File: config.mk
export PLATFORM = sky130hd
export DESIGN_NAME = mpcr_regs
export DESIGN_NICKNAME = d
export VERILOG_FILES = /design/src/shared/mpcr_pkg.sv /design/src/design/mpcr_sector_decode.sv /design/src/design/mpcr_flash_status.sv /design/src/design/mpcr_regs.sv
export SDC_FILE = /design/constraint.sdc
export NUM_CORES = 1
export LEC_CHECK = 0
export CAP_MARGIN = 30
export CORE_AREA = 2 2 228 230
export DETAILED_ROUTE_END_ITERATION = 16
export DIE_AREA = 0 0 230 232
export DONT_BUFFER_PORTS = 1
export SYNTH_ARGS = -nofsm -noshare
export SYNTH_HDL_FRONTEND = slang
export SYNTH_SLANG_ARGS = --single-unit
File: constraint.sdc
create_clock -name clk -period 4 [get_ports clk]
set_clock_uncertainty 0.15 [all_clocks]
set_input_delay 0.4 -clock clk [delete_from_list [all_inputs] [get_ports clk]]
set_output_delay 0.4 -clock clk [all_outputs]
set_load 0.05 [all_outputs]
File: src/shared/mpcr_pkg.sv
package mpcr_pkg;
   // Register offsets inside the 256-byte register window
   localparam logic [7:0] OFS_BOOT_PROT = 8'hC2;
   localparam logic [7:0] OFS_PM_CTRL_A = 8'hB0;
   localparam logic [7:0] OFS_PM_CTRL_B = 8'hB4;
   localparam logic [7:0] OFS_PAGE = 8'hE0;
   localparam logic [7:0] OFS_SPACE_MAP = 8'hE2;
   localparam logic [7:0] OFS_MEM_SIZE_ID = 8'hF0;
   localparam logic [7:0] OFS_BOOT_SIZE_ID = 8'hF1;
   // Reset values
   localparam logic [7:0] PAGE_RESET = 8'h00;
   localparam logic [7:0] PM_RESET = 8'h00;
   localparam logic [7:0] MAP_RESET = 8'h00;
   // Power management A fields and writable mask
   localparam int PMA_AUTO_PD = 1;
   localparam int PMA_TURBO_OFF = 3;
   localparam int PMA_ARRAY_CLK_OFF = 4;
   localparam int PMA_MCELL_CLK_OFF = 5;
   localparam logic [7:0] PMA_USED = 8'h3A;
   // Power management B fields and writable mask
   localparam int PMB_ADDR_OFF = 0;
   localparam int PMB_CTL0_OFF = 2;
   localparam int PMB_ALE_OFF = 5;
   localparam int PMB_DBE_OFF = 6;
   localparam logic [7:0] PMB_USED = 8'h7D;
   // Space map fields
   localparam int MAP_SRAM_CODE = 0;
   localparam int MAP_BOOT_CODE = 1;
   localparam int MAP_MAIN_CODE = 2;
   localparam int MAP_BOOT_DATA = 3;
   localparam int MAP_MAIN_DATA = 4;
   localparam logic [7:0] MAP_USED = 8'h1F;
   // Identifier encodings
   localparam logic [3:0] MAIN_SIZE_2MBIT = 4'h4;
   localparam logic [3:0] MAIN_SIZE_8MBIT = 4'h5;
   localparam logic [3:0] SRAM_SIZE_NONE = 4'h0;
   localparam logic [3:0] SRAM_SIZE_16KBIT = 4'h1;
   localparam logic [3:0] SRAM_SIZE_64KBIT = 4'h3;
   localparam logic [3:0] BOOT_SIZE_NONE = 4'h0;
   localparam logic [3:0] BOOT_SIZE_256KBIT = 4'h2;
   localparam logic [1:0] BOOT_TYPE_FLASH = 2'h0;
   // Sector organisation and select product terms
   localparam int MAIN_SECTORS = 8;
   localparam int BOOT_SECTORS = 4;
   localparam int MAIN_SECTOR_KB = 64;
   localparam int BOOT_SECTOR_KB = 8;
   localparam int TERMS = 3;
   localparam int TERM_W = 13;
   localparam int TERM_EN = 12;
   localparam logic [7:0] UNMAPPED_DATA = 8'h00;
   typedef enum logic [1:0] {
      FST_IDLE = 2'b00,
      FST_ERASE = 2'b01,
      FST_SUSPEND = 2'b11,
      FST_PROGRAM = 2'b10
   } mpcr_flash_state_type;
endpackage : mpcr_pkg

File: src/design/mpcr_sector_decode.sv
`timescale 1ns/1ps
`default_nettype none
module mpcr_sector_decode
   import mpcr_pkg::*;
(
   // Clock and reset
   input wire logic clk,
   input wire logic rstn,
   // Decode inputs
   input wire logic [3:0] addr_region,
   input wire logic [7:0] page_value,
   // Product term setup: enable, address region, page value per term
   input wire logic [MAIN_SECTORS*TERMS*TERM_W-1:0] main_term_cfg,
   input wire logic [BOOT_SECTORS*TERMS*TERM_W-1:0] boot_term_cfg,
   // Sector selects
   output logic [MAIN_SECTORS-1:0] main_sector_sel,
   output logic [BOOT_SECTORS-1:0] boot_sector_sel
);
   localparam int ALL = MAIN_SECTORS + BOOT_SECTORS;
   logic [ALL*TERMS*TERM_W-1:0] cfg_all;
   logic [ALL-1:0] sel_next;
   assign cfg_all = {boot_term_cfg, main_term_cfg};
   genvar s;
   generate
      for (s = 0; s < ALL; s++)
      begin : g_sector
         logic [TERMS-1:0] hit;
         for (genvar t = 0; t < TERMS; t++)
         begin : g_term
            logic [TERM_W-1:0] c;
            assign c = cfg_all[(s*TERMS+t)*TERM_W +: TERM_W];
            assign hit[t] = c[TERM_EN] && (c[11:8] == addr_region) && (c[7:0] == page_value);
         end
         // Several terms let one sector appear in more than one region
         assign sel_next[s] = |hit;
      end
   endgenerate
   always_ff @(posedge clk or negedge rstn)
   begin
      if (!rstn)
      begin
         main_sector_sel <= '0;
         boot_sector_sel <= '0;
      end
      else
      begin
         main_sector_sel <= sel_next[MAIN_SECTORS-1:0];
         boot_sector_sel <= sel_next[ALL-1:MAIN_SECTORS];
      end
   end
endmodule : mpcr_sector_decode
`default_nettype wire

File: src/design/mpcr_flash_status.sv
`timescale 1ns/1ps
`default_nettype none
module mpcr_flash_status
   import mpcr_pkg::*;
(
   // Clock and reset
   input wire logic clk,
   input wire logic rstn,
   // Operation events from the instruction sequencer
   input wire logic prog_start,
   input wire logic prog_done,
   input wire logic erase_start,
   input wire logic erase_done,
   input wire logic suspend_req,
   input wire logic resume_req,
   input wire logic target_protected,
   // Status
   output logic op_busy,
   output logic erase_suspended,
   output logic op_refused
);
   mpcr_flash_state_type state_reg;
   always_ff @(posedge clk or negedge rstn)
   begin
      if (!rstn)
         state_reg <= FST_IDLE;
      else
         case (state_reg)
            FST_IDLE:
               if (erase_start && !target_protected)
                  state_reg <= FST_ERASE;
               else if (prog_start && !target_protected)
                  state_reg <= FST_PROGRAM;
            FST_ERASE:
               if (erase_done)
                  state_reg <= FST_IDLE;
               else if (suspend_req)
                  state_reg <= FST_SUSPEND;
            FST_SUSPEND:
               if (resume_req)
                  state_reg <= FST_ERASE;
            FST_PROGRAM:
               if (prog_done)
                  state_reg <= FST_IDLE;
            default:
               state_reg <= FST_IDLE;
         endcase
   end
   // Protected sectors never start an operation; the refusal is flagged for one cycle
   always_ff @(posedge clk or negedge rstn)
   begin
      if (!rstn)
         op_refused <= 1'b0;
      else
         op_refused <= (state_reg == FST_IDLE) && (erase_start || prog_start) && target_protected;
   end
   // A suspended erase lets other sectors be read, so it counts as ready
   assign op_busy = (state_reg == FST_ERASE) || (state_reg == FST_PROGRAM);
   assign erase_suspended = (state_reg == FST_SUSPEND);
   a_suspend_hold: assert property (@(posedge clk) disable iff (!rstn)
      (state_reg == FST_SUSPEND && !resume_req) |=> (state_reg == FST_SUSPEND && !op_busy))
      else $error("suspended erase left without resume");
endmodule : mpcr_flash_status
`default_nettype wire

File: src/design/mpcr_regs.sv
// Summary of operation
// - Low four status bits show boot sector protection
// - Status top bit shows security lock set
// - Host page value feeds decode, resets zero
// - First power register resets zero; host writes zeros
// - Power A bit 1 enables automatic power-down
// - Power A bit 3 set turns fast mode off
// - Power A bit 4 clear routes clock, wakes array with fast mode off
// - Power A bit 5 set cuts macrocell clock
// - Power B bit 0 blocks low address bits
// - Power B bits 2-4 cut control inputs
// - Power B bits 5-6 cut strobe, enable; reset zero
// - Space map loads configuration on first clock after reset release, bit0 cleared
// - Map bits 0-2 gate fetch strobe access in extended host mode
// - Map bits 3-4 gate read strobe access in extended host mode
// - Size identifier encodes main flash, SRAM size
// - Boot identifier encodes boot size and type
// - Eight main, four boot sectors, each protectable
// - Sector erase can be suspended and resumed
// - Status pin can show program/erase progress
// - One select per sector from three terms
// - Registers sit at fixed window offsets
// - Status pin low while busy, high otherwise
`timescale 1ns/1ps
`default_nettype none
module mpcr_regs
   import mpcr_pkg::*;
#(
   // Identifier contents for this build
   parameter logic [3:0] MAIN_SIZE_CODE = MAIN_SIZE_2MBIT,
   parameter logic [3:0] SRAM_SIZE_CODE = SRAM_SIZE_64KBIT,
   parameter logic [3:0] BOOT_SIZE_CODE = BOOT_SIZE_256KBIT,
   parameter logic [1:0] BOOT_TYPE_CODE = BOOT_TYPE_FLASH
)
(
   // Clock and reset
   input wire logic clk,
   input wire logic rstn,
   // Host register access
   input wire logic [15:0] bus_addr,
   input wire logic reg_window_select,
   input wire logic host_wr_en,
   input wire logic host_rd_en,
   input wire logic [7:0] host_wdata,
   output logic [7:0] host_rdata,
   // Host strobes and pins seen by the logic array
   input wire logic ext_host_mode,
   input wire logic [3:0] port_f_low_pins,
   input wire logic [3:0] addr_data_upper_pins,
   input wire logic ext_clock_in,
   input wire logic ctl_input_zero,
   input wire logic ctl_input_one,
   input wire logic ctl_input_two,
   input wire logic ale_in,
   input wire logic data_bus_enable_in,
   input wire logic prog_fetch_strobe_n,
   input wire logic rd_strobe_n,
   // User configuration
   input wire logic [4:1] space_map_cfg,
   input wire logic [BOOT_SECTORS-1:0] boot_sector_protect,
   input wire logic [MAIN_SECTORS-1:0] main_sector_protect,
   input wire logic security_set,
   input wire logic status_pin_cfg,
   input wire logic [MAIN_SECTORS*TERMS*TERM_W-1:0] main_term_cfg,
   input wire logic [BOOT_SECTORS*TERMS*TERM_W-1:0] boot_term_cfg,
   // Flash operation events
   input wire logic prog_start,
   input wire logic prog_done,
   input wire logic erase_start,
   input wire logic erase_done,
   input wire logic suspend_req,
   input wire logic resume_req,
   // Outputs to the decode array
   output logic [7:0] page_out,
   output logic [7:0] array_addr_low,
   output logic [2:0] array_ctl,
   output logic array_ale,
   output logic array_dbe,
   output logic array_clk,
   output logic mcell_clk,
   output logic turbo_on,
   output logic auto_power_down,
   output logic array_wake,
   // Memory access permissions and selects
   output logic sram_in_code_space,
   output logic boot_in_code_space,
   output logic main_in_code_space,
   output logic boot_in_data_space,
   output logic main_in_data_space,
   output logic [MAIN_SECTORS-1:0] main_sector_sel,
   output logic [BOOT_SECTORS-1:0] boot_sector_sel,
   // Flash status
   output logic erase_suspended,
   output logic op_refused,
   output logic status_pin_out,
   output logic status_pin_oe
);
   logic [7:0] page_select_reg;
   logic [7:0] power_mgmt_ctrl_a_reg;
   logic [7:0] power_mgmt_ctrl_b_reg;
   logic [7:0] space_map_reg;
   logic map_load_reg;
   logic clk_in_reg;
   logic clk_hist_reg;
   logic [7:0] rdata_next;
   logic wr_hit;
   logic rd_hit;
   logic [7:0] ofs;
   logic [3:0] addr_region;
   logic [7:0] addr_low_src;
   logic op_busy;
   logic protected_target;
   logic [7:0] boot_protect_status;
   logic [7:0] memory_size_ident;
   logic [7:0] boot_size_ident;

   assign ofs = bus_addr[7:0];
   assign wr_hit = reg_window_select && host_wr_en;
   assign rd_hit = reg_window_select && host_rd_en;
   assign boot_protect_status = {security_set, 3'h0, boot_sector_protect};
   assign memory_size_ident = {SRAM_SIZE_CODE, MAIN_SIZE_CODE};
   assign boot_size_ident = {2'h0, BOOT_TYPE_CODE, BOOT_SIZE_CODE};

   // Page register
   always_ff @(posedge clk or negedge rstn)
   begin
      if (!rstn)
         page_select_reg <= PAGE_RESET;
      else if (wr_hit && ofs == OFS_PAGE)
         page_select_reg <= host_wdata;
   end

   // Power management registers; unused positions are kept at zero
   always_ff @(posedge clk or negedge rstn)
   begin
      if (!rstn)
      begin
         power_mgmt_ctrl_a_reg <= PM_RESET;
         power_mgmt_ctrl_b_reg <= PM_RESET;
      end
      else if (wr_hit)
      begin
         if (ofs == OFS_PM_CTRL_A)
            power_mgmt_ctrl_a_reg <= host_wdata & PMA_USED;
         else if (ofs == OFS_PM_CTRL_B)
            power_mgmt_ctrl_b_reg <= host_wdata & PMB_USED;
      end
   end

   // Space map: configuration is caught on the first edge after reset release,
   // because an asynchronous reset may only load constants
   always_ff @(posedge clk or negedge rstn)
   begin
      if (!rstn)
      begin
         space_map_reg <= MAP_RESET;
         map_load_reg <= 1'b1;
      end
      else if (map_load_reg)
      begin
         space_map_reg <= {3'h0, space_map_cfg, 1'b0};
         map_load_reg <= 1'b0;
      end
      else if (wr_hit && ofs == OFS_SPACE_MAP)
         space_map_reg <= host_wdata & MAP_USED;
   end

   // Read path; the read-only registers have no write branch at all
   always_comb
   begin
      rdata_next = UNMAPPED_DATA;
      if (ofs == OFS_BOOT_PROT)
         rdata_next = boot_protect_status;
      else if (ofs == OFS_PM_CTRL_A)
         rdata_next = power_mgmt_ctrl_a_reg;
      else if (ofs == OFS_PM_CTRL_B)
         rdata_next = power_mgmt_ctrl_b_reg;
      else if (ofs == OFS_PAGE)
         rdata_next = page_select_reg;
      else if (ofs == OFS_SPACE_MAP)
         rdata_next = space_map_reg;
      else if (ofs == OFS_MEM_SIZE_ID)
         rdata_next = memory_size_ident;
      else if (ofs == OFS_BOOT_SIZE_ID)
         rdata_next = boot_size_ident;
   end

   always_ff @(posedge clk or negedge rstn)
   begin
      if (!rstn)
         host_rdata <= UNMAPPED_DATA;
      else if (rd_hit)
         host_rdata <= rdata_next;
   end

   // Gated inputs to the logic array
   assign addr_low_src = ext_host_mode ? {addr_data_upper_pins, port_f_low_pins} : bus_addr[7:0];
   assign array_addr_low = power_mgmt_ctrl_b_reg[PMB_ADDR_OFF] ? 8'h00 : addr_low_src;
   assign array_ctl = {ctl_input_two, ctl_input_one, ctl_input_zero} &
                      ~power_mgmt_ctrl_b_reg[PMB_CTL0_OFF +: 3];
   assign array_ale = ale_in && !power_mgmt_ctrl_b_reg[PMB_ALE_OFF];
   assign array_dbe = data_bus_enable_in && !power_mgmt_ctrl_b_reg[PMB_DBE_OFF];
   assign array_clk = ext_clock_in && !power_mgmt_ctrl_a_reg[PMA_ARRAY_CLK_OFF];
   assign mcell_clk = ext_clock_in && !power_mgmt_ctrl_a_reg[PMA_MCELL_CLK_OFF];
   assign turbo_on = !power_mgmt_ctrl_a_reg[PMA_TURBO_OFF];
   assign auto_power_down = power_mgmt_ctrl_a_reg[PMA_AUTO_PD];
   assign page_out = page_select_reg;

   // Clock wake-up: only a connected clock may wake a non-turbo array
   always_ff @(posedge clk or negedge rstn)
   begin
      if (!rstn)
      begin
         clk_in_reg <= 1'b0;
         clk_hist_reg <= 1'b0;
         array_wake <= 1'b0;
      end
      else
      begin
         clk_in_reg <= ext_clock_in;
         // The first sample after reset has no history to compare with
         clk_hist_reg <= 1'b1;
         array_wake <= (ext_clock_in != clk_in_reg) && clk_hist_reg && !turbo_on &&
                       !power_mgmt_ctrl_a_reg[PMA_ARRAY_CLK_OFF];
      end
   end

   // Space permissions apply only in extended host mode; otherwise all open
   always_comb
   begin
      sram_in_code_space = 1'b1;
      boot_in_code_space = 1'b1;
      main_in_code_space = 1'b1;
      boot_in_data_space = 1'b1;
      main_in_data_space = 1'b1;
      if (ext_host_mode)
      begin
         sram_in_code_space = space_map_reg[MAP_SRAM_CODE] && !prog_fetch_strobe_n;
         boot_in_code_space = space_map_reg[MAP_BOOT_CODE] && !prog_fetch_strobe_n;
         main_in_code_space = space_map_reg[MAP_MAIN_CODE] && !prog_fetch_strobe_n;
         boot_in_data_space = space_map_reg[MAP_BOOT_DATA] && !rd_strobe_n;
         main_in_data_space = space_map_reg[MAP_MAIN_DATA] && !rd_strobe_n;
      end
   end

   assign addr_region = bus_addr[15:12];

   mpcr_sector_decode u_decode (
      .clk(clk),
      .rstn(rstn),
      .addr_region(addr_region),
      .page_value(page_select_reg),
      .main_term_cfg(main_term_cfg),
      .boot_term_cfg(boot_term_cfg),
      .main_sector_sel(main_sector_sel),
      .boot_sector_sel(boot_sector_sel)
   );

   // The operation targets whichever selected sector is protected
   assign protected_target = |(main_sector_sel & main_sector_protect) ||
                             |(boot_sector_sel & boot_sector_protect);

   mpcr_flash_status u_status (
      .clk(clk),
      .rstn(rstn),
      .prog_start(prog_start),
      .prog_done(prog_done),
      .erase_start(erase_start),
      .erase_done(erase_done),
      .suspend_req(suspend_req),
      .resume_req(resume_req),
      .target_protected(protected_target),
      .op_busy(op_busy),
      .erase_suspended(erase_suspended),
      .op_refused(op_refused)
   );

   // Status pin: low while busy
   always_ff @(posedge clk or negedge rstn)
   begin
      if (!rstn)
      begin
         status_pin_out <= 1'b1;
         status_pin_oe <= 1'b0;
      end
      else
      begin
         status_pin_out <= !op_busy;
         status_pin_oe <= status_pin_cfg;
      end
   end

   a_page_write: assert property (@(posedge clk) disable iff (!rstn)
      (wr_hit && ofs == OFS_PAGE) |=> (page_out == $past(host_wdata)))
      else $error("page value not taken from write");

   a_apd_enable: assert property (@(posedge clk) disable iff (!rstn)
      (wr_hit && ofs == OFS_PM_CTRL_A) |=> (auto_power_down == $past(host_wdata[1])))
      else $error("power-down enable does not follow write");

   a_turbo_write: assert property (@(posedge clk) disable iff (!rstn)
      (wr_hit && ofs == OFS_PM_CTRL_A) |=> (turbo_on != $past(host_wdata[3])))
      else $error("fast mode does not follow write");

   a_wake_pulse: assert property (@(posedge clk) disable iff (!rstn)
      ($past(rstn) && ext_clock_in != $past(ext_clock_in) && !turbo_on &&
         !power_mgmt_ctrl_a_reg[PMA_ARRAY_CLK_OFF]) |=> array_wake)
      else $error("clock change did not wake array");

   a_mcell_cut: assert property (@(posedge clk) disable iff (!rstn)
      (wr_hit && ofs == OFS_PM_CTRL_A && host_wdata[5]) |=> !mcell_clk)
      else $error("macrocell clock not cut");

   a_addr_block: assert property (@(posedge clk) disable iff (!rstn)
      power_mgmt_ctrl_b_reg[0] |-> (array_addr_low == 8'h00))
      else $error("low address reached array while blocked");

   a_ctl_cut: assert property (@(posedge clk) disable iff (!rstn)
      (wr_hit && ofs == OFS_PM_CTRL_B && host_wdata[4:2] == 3'h7) |=> (array_ctl == 3'h0))
      else $error("control inputs not cut");

   a_strobe_cut: assert property (@(posedge clk) disable iff (!rstn)
      (wr_hit && ofs == OFS_PM_CTRL_B && host_wdata[6:5] == 2'h3) |=> (!array_ale && !array_dbe))
      else $error("strobe or enable not cut");

   a_map_load: assert property (@(posedge clk) disable iff (!rstn)
      map_load_reg |=> (space_map_reg == {3'h0, $past(space_map_cfg), 1'b0}))
      else $error("space map not loaded after reset");

   a_fetch_gate: assert property (@(posedge clk) disable iff (!rstn)
      (ext_host_mode && !space_map_reg[2]) |-> !main_in_code_space)
      else $error("fetch reached blocked main flash");

   a_read_gate: assert property (@(posedge clk) disable iff (!rstn)
      (ext_host_mode && !space_map_reg[3]) |-> !boot_in_data_space)
      else $error("read reached blocked boot flash");

   a_boot_status: assert property (@(posedge clk) disable iff (!rstn)
      (rd_hit && ofs == OFS_BOOT_PROT) |=>
         (host_rdata == {$past(security_set), 3'h0, $past(boot_sector_protect)}))
      else $error("boot protection status read wrong");

   a_busy_pin: assert property (@(posedge clk) disable iff (!rstn)
      op_busy |=> !status_pin_out)
      else $error("status pin high during operation");
endmodule : mpcr_regs
`default_nettype wire

==> summary.txt <==
Yosys
  – Post-synthesis sequential area ratio: 17.2%
  – Most frequent cells after synthesis: xor2_1 (252), xnor2_1 (181), nor4_1 (73), nand4_1 (72), dfrtp_1 (50)
  – Yosys reg bits: 52
  – Mapped Avg Cell Area: 8.63 um2
  – Count leader, synth: xor2_1
  – Synth top area share: 29.1%
  – Post-synthesis cell count: 878
  – Syn Nets: 1,421
  – Post-Syn Area: 7570 um2
  – FFs w/ async S/R, synth: 100%
  – Yosys cell types: 52
  – Top cells by area, synth: xor2_1 (29%), xnor2_1 (21%), dfrtp_1 (17%)
  – Ys Warns: 0
  – Post-synth top flop: dfrtp_1
  – Post-synth EDFFs: 0
  – Leading area contributor after synthesis: xor2_1

Power
  – Total Power: 1.81 mW
  – Leakage: 3.29 nW
  – Maximum vdd drop: 0.000180 V
  – Power per cell area: 210 nW/um2

Timing
  – Final setup fails: 0
  – Fin crit share: 70.2%
  – Tmin final: 2.81 ns
  – Final hold slack: 0.0688 ns
  – RSZ-0062 raised after global routing: no
  – Worst slew pin tran: 1.02 ns
  – Final Hold Fails: 0
  – Max-slew headroom: 31.9%
  – FMAX: 0.356 GHz
  – Final setup TNS: 0 ns
  – Final Max Slew Viols: 0

Worst setup path
  – CP Class: flip-flop to flip-flop
  – Path depth of the worst reg2reg path: 6
  – Setup slack, reg-to-reg: 1.19 ns
  – Worst path most repeated cell: nand4_1
  – Crit path max fanout: 22
  – Slowest CP cell: nor4_1
  – Crit-path cells: buf_4, xnor2_1, nand4_1, nor4_1, nand4_1, nand3_1
  – Critical path startpoint category: flip-flop
  – Crit path capture type: flip-flop
  – RR Startpoint: page_out[6]
  – Critical Path AT: 2.90 ns
  – Buf/Inv on CP: 1
  – CP max stage delay: 0.62 ns
  – FF-to-FF End: u_decode.main_sector_sel[1]
  – CP delay by family, top: simple AND/OR/NAND/NOR gates
  – Worst EP required: 4.09 ns

CTS
  – Clock Pin Slew Worst Setup and Hold Paths: 0.08 ns
  – Sink Count: 52
  – CTS Hold Bufs: 4
  – CTS buffer count: 5
  – PostCTS Resize Cnt: 0
  – Clk buf depth: 2
  – CTS tree: yes
  – Number of H-tree levels: 2
  – Clock latency on the worst-skew pair: 0.31 ns
  – Post-CTS Repair Setup Buffers: 0
  – Clock root cell: clkbuf_16

Min path
  – Worst hold path startpoint: space_map_cfg[3]
  – Hold depth: 2
  – Endpoint, Worst Hold: space_map_reg[3]
  – Worst Hold Class: input port to flip-flop

Drt
  – Drt initial violations: 575
  – Final WL: 43.3 mm
  – Vias/cell: 4.53
  – Number of nets still failing antenna checks after routing: 0
  – DRT Pass-1 Iters: 5
  – Drt drc: 0
  – Routed WL per cell: 28.1 um
  – Routed vias: 6,984

Floorplan
  – DIE AREA: 53,400 um2
  – # rows: 83
  – Starting Density: 14.9%
  – Die X: 230 um
  – Die height: 232 um
  – Core footprint: 50,900 um2
  – # IOs: 593

GRT
  – First-pass GRT wire length: 55.6 mm
  – GRT Total Usage: 15.0%
  – Largest net degree at the start of global routing: 53
  – Initial antenna violation count: 6
  – Grt ovf: 0
  – Number of global-route vias before repair: 7,180

Job
  – Max cap viols: 0

Placed design
  – Port Buffers: 0
  – Dpl cell area: 8380 um2
  – RePlAce Congestion: 0.859
  – HPWL Detailed: 35.6 mm

Final layout
  – Finished Core Util: 16.9%
  – Post-route cell area: 8620 um2
  – Area delta synth->final: 13.8%
  – NumNets Final: 1,403
  – Fraction of layout instances using a drive strength above 1: 8.71%

Outcome
  – Status: finished clean
power breakdown:
group          switching, mW  internal (mW)
Combinational          0.342          0.283
Sequential            0.0961          0.560
Clock                  0.232          0.299
cells in the final DEF, fill, tap and decap left out, types with 2 or more instances in the layout:
master | synthesis | routed
xor2_1 | 252 | 252
xnor2_1 | 181 | 181
nand4_1 | 72 | 72
nor4_1 | 73 | 71
dfrtp_1 | 50 | 42
buf_4 | 1 | 27
nand2_1 | 25 | 25
mux2_2 | 19 | 19
nor2_1 | 18 | 18
inv_1 | 14 | 14
nand3_1 | 14 | 14
mux2i_1 | 13 | 13
a21oi_1 | 12 | 12
o21ai_1 | 5 | 10
nor2b_1 | 9 | 9
a22oi_1 | 8 | 8
dfrtp_4 | 0 | 8
o21ai_0 | 12 | 7
nor3_1 | 6 | 6
ha_1 | 5 | 5
clkbuf_16 | 0 | 5
dlygate4sd3_1 | 0 | 3
nor4_2 | 0 | 2
o221ai_1 | 2 | 2
o22ai_1 | 2 | 2
conb_1 | 2 | 2
dfstp_2 | 2 | 2
cell families (layout without fill, tap and decap cells):
logic type      after synthesis  after routing  synth area share [%]
xor+xnor                    433            433                  50.1
simple gates                230            230                  18.2
buf+inv                      71             54                  4.46
compound gates               52             52                  4.43
flops                        52             52                  17.2
mux                          33             33                  4.69
fa+ha+maj                     5              5                 0.826
other cells                   2              3                0.0992
worst max-delay path by stage:
stage	startpoint	endpoint	depth (start not counted)
detailed placement	page_out[6]	u_decode.main_sector_sel[1]	6
floorplan	u_decode.main_sector_sel[0]	u_status.state_reg[0]	6
global route	page_out[6]	u_decode.main_sector_sel[1]	6
CTS	page_out[6]	u_decode.main_sector_sel[1]	6
global placement	page_out[6]	u_decode.main_sector_sel[1]	6
finish	page_out[6]	u_decode.main_sector_sel[1]	6
metal layers:
metal	GRT usage [%]	vias up	share of wire, %
met5	0	-	0.030
met4	5.56	2	3.4
met3	4.04	80	8.9
met2	24.8	551	47
met1	18.7	3367	40
li1	-	2984	-
per-stage QoR:
step                cells  setup WS, ns
floorplan             878          1.90
global placement     1528         0.896
detailed placement   1528         0.905
CTS                  1540         0.899
global route         1541         0.861
finish               1542          1.19
area by class of cell:
type	instances	area, um2
antenna	1	2.50
clock buffer	6	129
clock inverter	2	38.8
fill	5712	42300
inverter	14	52.6
multi-input combinational	755	5940
sequential	52	1330
tap	680	851
timing repair buffer	32	265
No activity file was read; power rests on OpenSTA's default activity.
